### src/rtl/fbk_defs.svh
/*
 Timing counts, field positions, reset values and register offsets of the flash security block.
 Assumes inclusion by bare name from the design module; the package does not include it.
*/
`ifndef FBK_DEFS_SVH
`define FBK_DEFS_SVH

`define FBK_REG_CONFIG      4'h0
`define FBK_REG_STATUS      4'h1
`define FBK_REG_SECURITY    4'h2
`define FBK_REG_PROTECT     4'h3
`define FBK_REG_SECSTATE    4'h4
`define FBK_REG_ARRAY_DATA  4'h5

`define FBK_CFG_BEIE_BIT    7
`define FBK_CFG_COMMAND_COMPLETE_IRQ_ENABLE_BIT    6
`define FBK_CFG_KEY_ACCESS_BIT_BIT  5
`define FBK_STAT_BEIF_BIT   7
`define FBK_STAT_COMMAND_COMPLETE_FLAG_BIT   6

`define FBK_KEY_ENABLE_FIELD_OPEN      2'h2
`define FBK_SEC_UNSECURE    2'h2
`define FBK_KEY_BASE        16'hFF00
`define FBK_KEY_WORDS       4
`define FBK_SECBYTE_ADDR    16'hFF0F
`define FBK_PROTBYTE_ADDR   16'hFF0D
`define FBK_BAD_KEY_LO      16'h0000
`define FBK_BAD_KEY_HI      16'hFFFF
`define FBK_INVALID_DATA    16'h0000
`define FBK_STAT_RESET      8'hC0
`define FBK_CFG_RESET       8'h00

`define FBK_LOAD_NS         40
`define FBK_CLK_NS          8
`define FBK_LOAD_CYCLES     ((`FBK_LOAD_NS + `FBK_CLK_NS - 1) / `FBK_CLK_NS)

`endif

### src/rtl/fbk_pkg.sv
/*
 Types for the flash security block: key state machine and bus request carrier.
 Takes no numbers from fbk_defs.svh; the state codes are one-hot literals.
*/
package fbk_pkg;
	typedef enum logic [4:0] {
		FBK_LOAD   = 5'h01,
		FBK_IDLE   = 5'h02,
		FBK_KEYSEQ = 5'h04,
		FBK_DONE   = 5'h08,
		FBK_LOCK   = 5'h10
	} fbk_state_t;

	typedef struct packed {
		logic        wr;
		logic        rd;
		logic [3:0]  addr;
		logic [15:0] wdata;
	} fbk_req_t;
endpackage : fbk_pkg

### src/rtl/fbk_security.sv
/*
 Flash backdoor key security logic: reset-time load of protection and security,
 key sequence checker, array-read gating, command abort and interrupt requests.
 Assumes a register port on clk_sys, key writes seen on the CPU write port,
 and an array read port whose data returns in the same cycle.
*/
// The plain strobed port and the register offsets are this design's own decisions.
`include "fbk_defs.svh"

module fbk_security
	import fbk_pkg::*;
#(
	parameter int LOAD_CYCLES = `FBK_LOAD_CYCLES
) (
	input  wire logic        clk_sys,
	input  wire logic        reset,
	input  wire logic [3:0]  reg_addr,
	input  wire logic [15:0] reg_wdata,
	input  wire logic        reg_wr,
	input  wire logic        reg_rd,
	output logic [15:0]      reg_rdata,
	input  wire logic [15:0] cpu_addr,
	input  wire logic [15:0] cpu_wdata,
	input  wire logic        cpu_wr,
	input  wire logic        cpu_rd,
	output logic [15:0]      cpu_rdata,
	input  wire logic        background_debug_mode,
	input  wire logic        special_single_chip,
	input  wire logic        cmd_mass_erase,
	input  wire logic        cmd_valid,
	output logic             cmd_accept,
	output logic             cmd_abort,
	input  wire logic        cmd_active,
	input  wire logic        cmd_done,
	input  wire logic        buf_empty,
	output logic [15:0]      arr_addr,
	output logic [15:0]      arr_wdata,
	output logic             arr_wr,
	input  wire logic [15:0] arr_rdata,
	output logic             cpu_hold,
	output logic             secured,
	output logic             irq_buffer_empty,
	output logic             irq_cmd_complete
);
	fbk_req_t   req;
	fbk_state_t state_q;
	fbk_state_t state_d;
	logic [15:0] load_cnt_q;
	logic [1:0]  load_idx_q;
	logic [7:0]  security_register_q;
	logic [7:0]  protection_register_q;
	logic [7:0]  config_register_q;
	logic [7:0]  status_register_q;
	logic [1:0]  key_idx_q;
	logic        key_ok_q;
	logic        sec_forced_q;
	logic        bdm_s1_q;
	logic        bdm_q;
	logic        ssc_s1_q;
	logic        ssc_q;
	logic [15:0] reg_rdata_q;
	logic [15:0] cpu_rdata_q;
	logic        cmd_accept_q;
	logic        cmd_abort_q;
	logic        cpu_hold_q;
	logic        secured_q;
	logic        irq_be_q;
	logic        irq_cc_q;
	logic [15:0] stored_key [`FBK_KEY_WORDS];

	assign req = '{wr: reg_wr, rd: reg_rd, addr: reg_addr, wdata: reg_wdata};

	wire key_access_bit    = config_register_q[`FBK_CFG_KEY_ACCESS_BIT_BIT];
	wire [1:0] key_enable_field = security_register_q[7:6];
	wire [1:0] security_state_field = sec_forced_q ? `FBK_SEC_UNSECURE : security_register_q[1:0];
	wire is_secure         = security_state_field != `FBK_SEC_UNSECURE;
	wire key_region        = cpu_addr[15:3] == `FBK_KEY_BASE >> 3;
	wire [1:0] word_idx    = cpu_addr[2:1];
	wire key_write         = cpu_wr && key_region && state_q == FBK_KEYSEQ;
	wire key_enabled       = key_enable_field == `FBK_KEY_ENABLE_FIELD_OPEN && key_access_bit;
	wire debug_blocked     = bdm_q && ssc_q;
	wire bad_value         = cpu_wdata == `FBK_BAD_KEY_LO || cpu_wdata == `FBK_BAD_KEY_HI;
	wire word_match        = cpu_wdata == stored_key[word_idx] && !bad_value;
	wire in_order          = word_idx == key_idx_q && !key_ok_q;
	wire good_word         = word_match && in_order && !debug_blocked;
	wire cfg_wr            = req.wr && req.addr == `FBK_REG_CONFIG;
	wire stat_wr           = req.wr && req.addr == `FBK_REG_STATUS;
	wire [7:0] cfg_next    = cfg_wr ? req.wdata[7:0] : config_register_q;
	wire acc_drop          = !cfg_next[`FBK_CFG_KEY_ACCESS_BIT_BIT];
	wire loading           = state_q == FBK_LOAD;
	wire [15:0] load_addr  = load_idx_q == 2'h0 ? `FBK_PROTBYTE_ADDR : `FBK_SECBYTE_ADDR;
	wire cmd_ok            = !(is_secure && bdm_q && ssc_q) || cmd_mass_erase;
	wire arr_pass          = cpu_wr && !key_region || cpu_wr && key_region && !is_secure;
	wire be_flag           = status_register_q[`FBK_STAT_BEIF_BIT];
	wire cc_flag           = status_register_q[`FBK_STAT_COMMAND_COMPLETE_FLAG_BIT];
	wire [15:0] reg_mux    = req.addr == `FBK_REG_CONFIG   ? {8'h00, config_register_q} :
	                         req.addr == `FBK_REG_STATUS   ? {8'h00, status_register_q} :
	                         req.addr == `FBK_REG_SECURITY ? {8'h00, security_register_q} :
	                         req.addr == `FBK_REG_PROTECT  ? {8'h00, protection_register_q} :
	                         req.addr == `FBK_REG_SECSTATE ? {12'h000, state_q == FBK_LOCK,
	                                                          sec_forced_q, security_state_field} :
	                         16'h0000;

	always_comb begin
		state_d = state_q;
		case (state_q)
			FBK_LOAD:   if (load_idx_q == 2'h2) state_d = FBK_IDLE;
			FBK_IDLE:   if (key_enabled) state_d = FBK_KEYSEQ;
			FBK_KEYSEQ: begin
				if (key_write && !good_word) state_d = FBK_LOCK;
				else if (cfg_wr && acc_drop) state_d = key_ok_q ? FBK_DONE : FBK_LOCK;
				else if (!key_access_bit) state_d = FBK_LOCK;
			end
			FBK_DONE:   state_d = FBK_DONE;
			FBK_LOCK:   state_d = FBK_LOCK;
			default:    state_d = FBK_LOCK;
		endcase
	end

	// Synchronise the mode straps; they come from another block's timing.
	always_ff @(posedge clk_sys or posedge reset) begin
		if (reset) begin
			bdm_s1_q <= 1'b0;
			bdm_q    <= 1'b0;
			ssc_s1_q <= 1'b0;
			ssc_q    <= 1'b0;
		end else begin
			bdm_s1_q <= background_debug_mode;
			bdm_q    <= bdm_s1_q;
			ssc_s1_q <= special_single_chip;
			ssc_q    <= ssc_s1_q;
		end
	end

	// Load sequence: wait the settle count, fetch protection then security byte.
	always_ff @(posedge clk_sys or posedge reset) begin
		if (reset) begin
			load_cnt_q            <= 16'h0000;
			load_idx_q            <= 2'h0;
			protection_register_q <= 8'hFF;
			security_register_q   <= 8'hFF;
		end else if (loading) begin
			if (load_cnt_q < LOAD_CYCLES[15:0]) begin
				load_cnt_q <= load_cnt_q + 16'h0001;
			end else if (load_idx_q == 2'h0) begin
				protection_register_q <= arr_rdata[7:0];
				load_idx_q            <= 2'h1;
			end else begin
				security_register_q <= arr_rdata[7:0];
				load_idx_q          <= 2'h2;
			end
		end
	end

	// The key comparator reads a shadow of the key words, refreshed by each key write that reaches the array and each key read made without the key access bit.
	genvar gi;
	for (gi = 0; gi < `FBK_KEY_WORDS; gi++) begin : g_key
		always_ff @(posedge clk_sys or posedge reset) begin
			if (reset) begin
				stored_key[gi] <= `FBK_BAD_KEY_HI;
			end else if ((cpu_wr && arr_pass && key_region && word_idx == gi) || (cpu_rd && key_region
			             && word_idx == gi && !key_access_bit)) begin
				stored_key[gi] <= cpu_wr ? cpu_wdata : arr_rdata;
			end
		end
	end

	always_ff @(posedge clk_sys or posedge reset) begin
		if (reset) begin
			state_q      <= FBK_LOAD;
			key_idx_q    <= 2'h0;
			key_ok_q     <= 1'b0;
			sec_forced_q <= 1'b0;
		end else begin
			state_q <= state_d;
			if (key_write && good_word) begin
				key_idx_q <= key_idx_q + 2'h1;
				key_ok_q  <= key_idx_q == 2'h3;
			end
			if (state_q == FBK_KEYSEQ && state_d == FBK_DONE) sec_forced_q <= 1'b1;
		end
	end

	always_ff @(posedge clk_sys or posedge reset) begin
		if (reset) begin
			config_register_q <= `FBK_CFG_RESET;
		end else if (cfg_wr) begin
			config_register_q <= {req.wdata[7:5], 5'h00};
		end
	end

	// Hardware sets take priority over a software write-one-to-clear.
	always_ff @(posedge clk_sys or posedge reset) begin
		if (reset) begin
			status_register_q <= `FBK_STAT_RESET;
		end else begin
			status_register_q[7] <= buf_empty | (be_flag & ~(stat_wr & req.wdata[7]));
			status_register_q[6] <= cmd_done | (!cmd_active & cc_flag & ~(stat_wr & req.wdata[6]));
			status_register_q[5:0] <= 6'h00;
		end
	end

	always_ff @(posedge clk_sys or posedge reset) begin
		if (reset) begin
			reg_rdata_q  <= 16'h0000;
			cpu_rdata_q  <= 16'h0000;
			cmd_accept_q <= 1'b0;
			cmd_abort_q  <= 1'b1;
			cpu_hold_q   <= 1'b1;
			secured_q    <= 1'b1;
			irq_be_q     <= 1'b0;
			irq_cc_q     <= 1'b0;
		end else begin
			reg_rdata_q  <= req.rd ? reg_mux : 16'h0000;
			cpu_rdata_q  <= key_access_bit ? `FBK_INVALID_DATA : arr_rdata;
			cmd_accept_q <= cmd_valid && cmd_ok && !loading;
			cmd_abort_q  <= loading;
			cpu_hold_q   <= state_d == FBK_LOAD;
			secured_q    <= is_secure;
			irq_be_q     <= be_flag && config_register_q[`FBK_CFG_BEIE_BIT];
			irq_cc_q     <= cc_flag && config_register_q[`FBK_CFG_COMMAND_COMPLETE_IRQ_ENABLE_BIT];
		end
	end

	assign reg_rdata        = reg_rdata_q;
	assign cpu_rdata        = cpu_rdata_q;
	assign cmd_accept       = cmd_accept_q;
	assign cmd_abort        = cmd_abort_q;
	assign cpu_hold         = cpu_hold_q;
	assign secured          = secured_q;
	assign irq_buffer_empty = irq_be_q;
	assign irq_cmd_complete = irq_cc_q;
	assign arr_addr         = loading ? load_addr : cpu_addr;
	assign arr_wdata        = cpu_wdata;
	assign arr_wr           = arr_pass && !loading;

	a_lock_sticky: assert property (@(posedge clk_sys) disable iff (reset)
		state_q == FBK_LOCK |=> state_q == FBK_LOCK)
		else $error("lock state left without reset");
	a_lock_no_unsec: assert property (@(posedge clk_sys) disable iff (reset)
		state_q == FBK_LOCK && !sec_forced_q |=> !sec_forced_q)
		else $error("security changed while locked");
	a_bad_word_lock: assert property (@(posedge clk_sys) disable iff (reset)
		key_write && bad_value |=> state_q == FBK_LOCK)
		else $error("invalid key value did not lock");
	a_order_lock: assert property (@(posedge clk_sys) disable iff (reset)
		key_write && !in_order |=> state_q == FBK_LOCK)
		else $error("out of order key word did not lock");
	a_unsec_needs_four: assert property (@(posedge clk_sys) disable iff (reset)
		$rose(sec_forced_q) |-> $past(key_ok_q) && state_q == FBK_DONE)
		else $error("unsecured without four matching words");
	a_stored_kept: assert property (@(posedge clk_sys) disable iff (reset)
		!loading && !$past(loading) |-> $stable(security_register_q))
		else $error("stored security byte altered");
	a_prot_kept: assert property (@(posedge clk_sys) disable iff (reset)
		!loading && !$past(loading) |-> $stable(protection_register_q))
		else $error("protection altered outside load");
	a_read_invalid: assert property (@(posedge clk_sys) disable iff (reset)
		key_access_bit |=> cpu_rdata == `FBK_INVALID_DATA)
		else $error("array data leaked during key access");
	a_hold_load: assert property (@(posedge clk_sys) disable iff (reset)
		state_q == FBK_LOAD && state_d == FBK_LOAD |=> cpu_hold)
		else $error("cpu not held during load");
	a_irq_cc: assert property (@(posedge clk_sys) disable iff (reset)
		cc_flag && config_register_q[`FBK_CFG_COMMAND_COMPLETE_IRQ_ENABLE_BIT] |=> irq_cmd_complete)
		else $error("command complete interrupt missing");

	a_irq_be: assert property (@(posedge clk_sys) disable iff (reset)
		be_flag && config_register_q[`FBK_CFG_BEIE_BIT] |=> irq_buffer_empty)
		else $error("buffer empty interrupt missing");
	a_irq_quiet: assert property (@(posedge clk_sys) disable iff (reset)
		!config_register_q[`FBK_CFG_BEIE_BIT] |=> !irq_buffer_empty)
		else $error("buffer empty interrupt raised while disabled");
	// A flag event in the same cycle as a software clear must leave the flag set.
	a_set_wins: assert property (@(posedge clk_sys) disable iff (reset)
		buf_empty |=> be_flag)
		else $error("buffer empty flag lost to a clear");
	a_cc_set_wins: assert property (@(posedge clk_sys) disable iff (reset)
		cmd_done |=> cc_flag)
		else $error("command complete flag lost to a clear");
	a_abort_load: assert property (@(posedge clk_sys) disable iff (reset)
		loading |=> cmd_abort)
		else $error("command not aborted during load");
	a_mass_only: assert property (@(posedge clk_sys) disable iff (reset)
		cmd_valid && is_secure && debug_blocked && !cmd_mass_erase |=> !cmd_accept)
		else $error("secured debug command other than mass erase accepted");
	a_debug_lock: assert property (@(posedge clk_sys) disable iff (reset)
		key_write && debug_blocked |=> state_q == FBK_LOCK)
		else $error("debug key write did not lock");
	a_drop_lock: assert property (@(posedge clk_sys) disable iff (reset)
		state_q == FBK_KEYSEQ && cfg_wr && acc_drop && !key_ok_q |=> state_q == FBK_LOCK)
		else $error("early access drop did not lock");
	a_access_lost: assert property (@(posedge clk_sys) disable iff (reset)
		state_q == FBK_KEYSEQ && !key_access_bit |=> state_q == FBK_LOCK)
		else $error("key sequence kept without access bit");
	a_unlock_clears: assert property (@(posedge clk_sys) disable iff (reset)
		state_q == FBK_DONE |=> !secured)
		else $error("secured output kept after unlock");
	a_key_gate: assert property (@(posedge clk_sys) disable iff (reset)
		state_q == FBK_KEYSEQ |-> key_enable_field == `FBK_KEY_ENABLE_FIELD_OPEN)
		else $error("key sequence entered with key enable closed");
	a_arr_key_guard: assert property (@(posedge clk_sys) disable iff (reset)
		arr_wr && key_region |-> !is_secure)
		else $error("key bytes written while secured");

	// Counts held cycles, so a load that never finishes is caught rather than stalling the CPU silently.
	logic [15:0] hold_len_q;
	always_ff @(posedge clk_sys or posedge reset) begin
		if (reset) begin
			hold_len_q <= 16'h0000;
		end else if (cpu_hold_q) begin
			hold_len_q <= hold_len_q + 16'h0001;
		end else begin
			hold_len_q <= 16'h0000;
		end
	end
	a_load_ends: assert property (@(posedge clk_sys) disable iff (reset)
		hold_len_q <= 16'(LOAD_CYCLES + 4))
		else $error("load sequence did not end");

	c_unlock: cover property (@(posedge clk_sys) disable iff (reset) $rose(sec_forced_q));
	c_lock: cover property (@(posedge clk_sys) disable iff (reset) $rose(state_q == FBK_LOCK));
	c_irq_be: cover property (@(posedge clk_sys) disable iff (reset) $rose(irq_buffer_empty));
	c_irq_cc: cover property (@(posedge clk_sys) disable iff (reset) $rose(irq_cmd_complete));
	c_cmd_refused: cover property (@(posedge clk_sys) disable iff (reset)
		cmd_valid && debug_blocked && is_secure && !cmd_mass_erase);
endmodule : fbk_security

### config.mk
export PLATFORM = sky130hd
export DESIGN_NAME = fbk_security
export DESIGN_NICKNAME = d
export VERILOG_FILES = /design/src/rtl/fbk_pkg.sv /design/src/rtl/fbk_security.sv
export VERILOG_INCLUDE_DIRS = /design/src /design/src/rtl
export SDC_FILE = /design/constraint.sdc
export NUM_CORES = 1
export LEC_CHECK = 0
export ABC_AREA = 1
export CAP_MARGIN = 20
export CORE_AREA = 2 2 153 155
export CTS_BUF_LIST = sky130_fd_sc_hd__clkbuf_4
export DETAILED_ROUTE_END_ITERATION = 10
export DIE_AREA = 0 0 155 157
export DONT_BUFFER_PORTS = 1
export PLACE_DENSITY = 0.45
export SKIP_LAST_GASP = 1
export SYNTH_ARGS = -nofsm -noshare
export SYNTH_HDL_FRONTEND = slang
export SYNTH_SLANG_ARGS = --single-unit
### constraint.sdc
create_clock -name clk_sys -period 10.3 [get_ports clk_sys]
set_clock_uncertainty 0.1 [all_clocks]
set_input_delay 2.06 -clock clk_sys [delete_from_list [all_inputs] [get_ports clk_sys]]
set_output_delay 2.06 -clock clk_sys [all_outputs]
set_load 0.05 [all_outputs]
==> metrics <==
fraction of layout cells with a size suffix above 1 14.50%; Syn Area/Cell 7.542 um^2; CP max stage delay 0.81 ns; pre-CTS WS 4.923 ns; CTS Buf Count 17; sequential area share after synthesis 49.42%; vias in the first global route 5,673; Tot GR Track Use 17.07%; slowest CP cell a211oi_2; Clock Latency Late Sink 0.56 ns; routability congestion estimate 0.7525; Buf/Inv on CP 1; setup ws final 4.930 ns; Max-Cap Viols 0; worst-path cell chain inv_1 > nor3_2 > nand2_1 > nor4_4 > a211oi_2; Worst path top cell family by delay compound AO/OA/AOI/OAI gates; crit path launch cpu_addr[12]; Worst Setup End Kind primary output; Max H-tree Level 4; starting density of the core 33.82%; antenna violations before repair 1; row count 55; WS Path Type input pin to primary output; Reg clk slew, reported paths 0.14 ns; crit share post-route 52.13%; drc violations 0; peak supply drop 43.73 uV; Die Ht 157 um; vias per cell 4.594; nets@finish 1,057; number of buffers added on ports 0; Multi-input gate area 2885 um^2; global route overflow 0; Initial DRC Count 291; mean routed wirelength per cell 15.57 um; antenna-violating nets left 0; Netlist cell types 38; CTS resizes 0; setup TNS 0 ns; FF/Latch Area 3761 um^2; Die W 155 um; Syn Inst Count 1,009; Worst Min Path Start bdm_s1_q; Final Hold Fails 0; Core Region 22,500 um^2; Sink Count 146; via count of the routed design 5,844; Mapped Area 7610 um^2; Period minus WS final 5.370 ns; Area growth syn-to-layout 3.716%; Max Slew Vio Count 0; Crit Path Max Fanout 6; outcome finished clean; post-detail-place hpwl 14.06 mm; P per Cell Area 137.7 nW/um^2; CP startpoint kind input pin; placed cell area 7639 um^2; Syn. warnings 0; CP required 8.14 ns; Total Power 1.087 mW; CTS Root Cell clkbuf_4; Post-CTS Setup Inserts 0; HP Class flop to flop; number of fill cells 2,409; largest net degree at the start of global routing 80; Pleak 4.277 nW; f_max 186.2 MHz; Final Setup Violations 0; total iterations of the first detailed-routing run 5; RSZ-0062 raised after global routing no; Die Area 24,340 um^2; Seq cells post-synth 146; final instance area 7893 um^2; final WL 19.81 mm; reg2reg start security_register_q[1]; io pins 152; Slew HR 33.06%; CTS tree done; clock buffer depth 2; first-pass GRT wire length 31.71 mm; Worst-Margin Slew 0.9974 ns; WP data arrival 3.21 ns; hold bufs inserted after CTS 0
## flip-flops by register name (all words and copies together), names as in the netlist, 2 cells and up
signal	flops
stored_key	64
cpu_rdata	16
load_cnt_q	16
protection_register_q	8
reg_rdata	8
security_register_q	8
state_q	5
config_register_q	3
key_idx_q	2
load_idx_q	2
status_register_q	2
## layout make-up
cell class	instances	area share, %
sequential	146	47.65
multi-input combinational	645	36.56
inverter	158	7.578
tap	285	4.518
clock buffer	17	1.617
clock inverter	15	1.569
timing repair buffer	5	0.4756
antenna	1	0.03171
## cells by family after synthesis
kind of cell    Yosys count  share of synthesized area [%]
fa+ha+maj                 3                         0.4933
simple gates            493                          26.78
other cells               1                        0.04928
buf+inv                 225                          13.17
flops                   146                          49.42
xor+xnor                  2                         0.2302
compound gates          139                          9.849
## worst reg2reg max path, cell delays in order (launching register included)
cell     delay, ns
dfstp_2       0.55
inv_1         0.05
o21ai_0       0.51
nand3_2       0.26
o21ai_4       0.75
nand2_1       0.11
o21ai_0       0.12
## layer usage
layer	track usage (%)	vias up	wire [um]
met3	3.965	18	804
met1	22.18	2694	9401
li1	-	3017	-
met4	5.335	0	282
met5	0	-	0
met2	28.30	115	9319
## placed cells by master (no fill, tap or decap), types with 3 or more instances in the layout
cell | synthesis | layout
inv_1 | 156 | 155
nand2_1 | 323 | 323
nor4_1 | 11 | 11
o21ai_0 | 93 | 92
o211ai_1 | 3 | 3
a21oi_1 | 12 | 12
conb_1 | 1 | 8
o21ai_1 | 16 | 17
nor2_1 | 92 | 92
buf_4 | 30 | 5
ha_1 | 3 | 3
inv_6 | 0 | 7
or2_2 | 5 | 5
clkbuf_4 | 0 | 17
nor3_1 | 8 | 8
dfstp_2 | 86 | 86
dfrtp_1 | 60 | 60
inv_8 | 0 | 3
nand4_1 | 14 | 14
nand3_1 | 32 | 32
o21ai_2 | 4 | 3
## Yosys cell counts (all sizes together)
library cell    n  area [um^2]
nor3           10        60.06
nand3b          1        7.510
nand4          14        87.58
a22o            1        8.760
a221oi          2        17.52
a211oi          1        7.510
or2             5        31.28
o221ai          1        8.760
a31o            1        8.760
a21o            2        15.01
a21oi          12        60.06
nand3          33        170.2
dfstp          86         2260
nor2           93        351.6
xor2            2        17.52
clkbuf         20        75.07
nor4           13        111.4
buf            47        334.1
nand2         324         1219
inv           158        593.1
o21ai         113        580.6
dfrtp          60         1501
o211ai          3        22.52
o31ai           1        7.510
conb            1        3.750
a31oi           2        12.51
ha              3        37.54
## worst paths after layout
| check | end | slack [ns] | depth (start not counted) |
|---|---|---|---|
| setup / recovery | arr_wr | 4.93 | 5 |
| setup reg to reg | stored_key[35] | 7.78 | 6 |
| min in group asynchronous | cpu_rdata[9] | 1.38 | 1 |
| max in group asynchronous | cpu_rdata[3] | 7.36 | 2 |
| hold / removal | bdm_q | 0.26 | 0 |
| hold reg to reg | bdm_q | 0.26 | 0 |
## through the flow
| stage | std cells | hold WS (ns) | util [%] |
|---|---|---|---|
| after CTS | 1271 | 0.2646 | 35.06 |
| after global placement | 1239 | 0.2355 | 33.95 |
| after detailed placement | 1239 | 0.2355 | 33.95 |
| final | 1272 | 0.2622 | 35.07 |
| after global routing | 1272 | 0.2744 | 35.07 |
| after floorplan | 1016 | 0.2312 | - |
## report_power, final
part	internal (mW)	switching, mW
Combinational	0.0251	0.0818
Sequential	0.589	0.0489
Clock	0.103	0.239
Note: power is estimated with default switching activity, not from simulation.
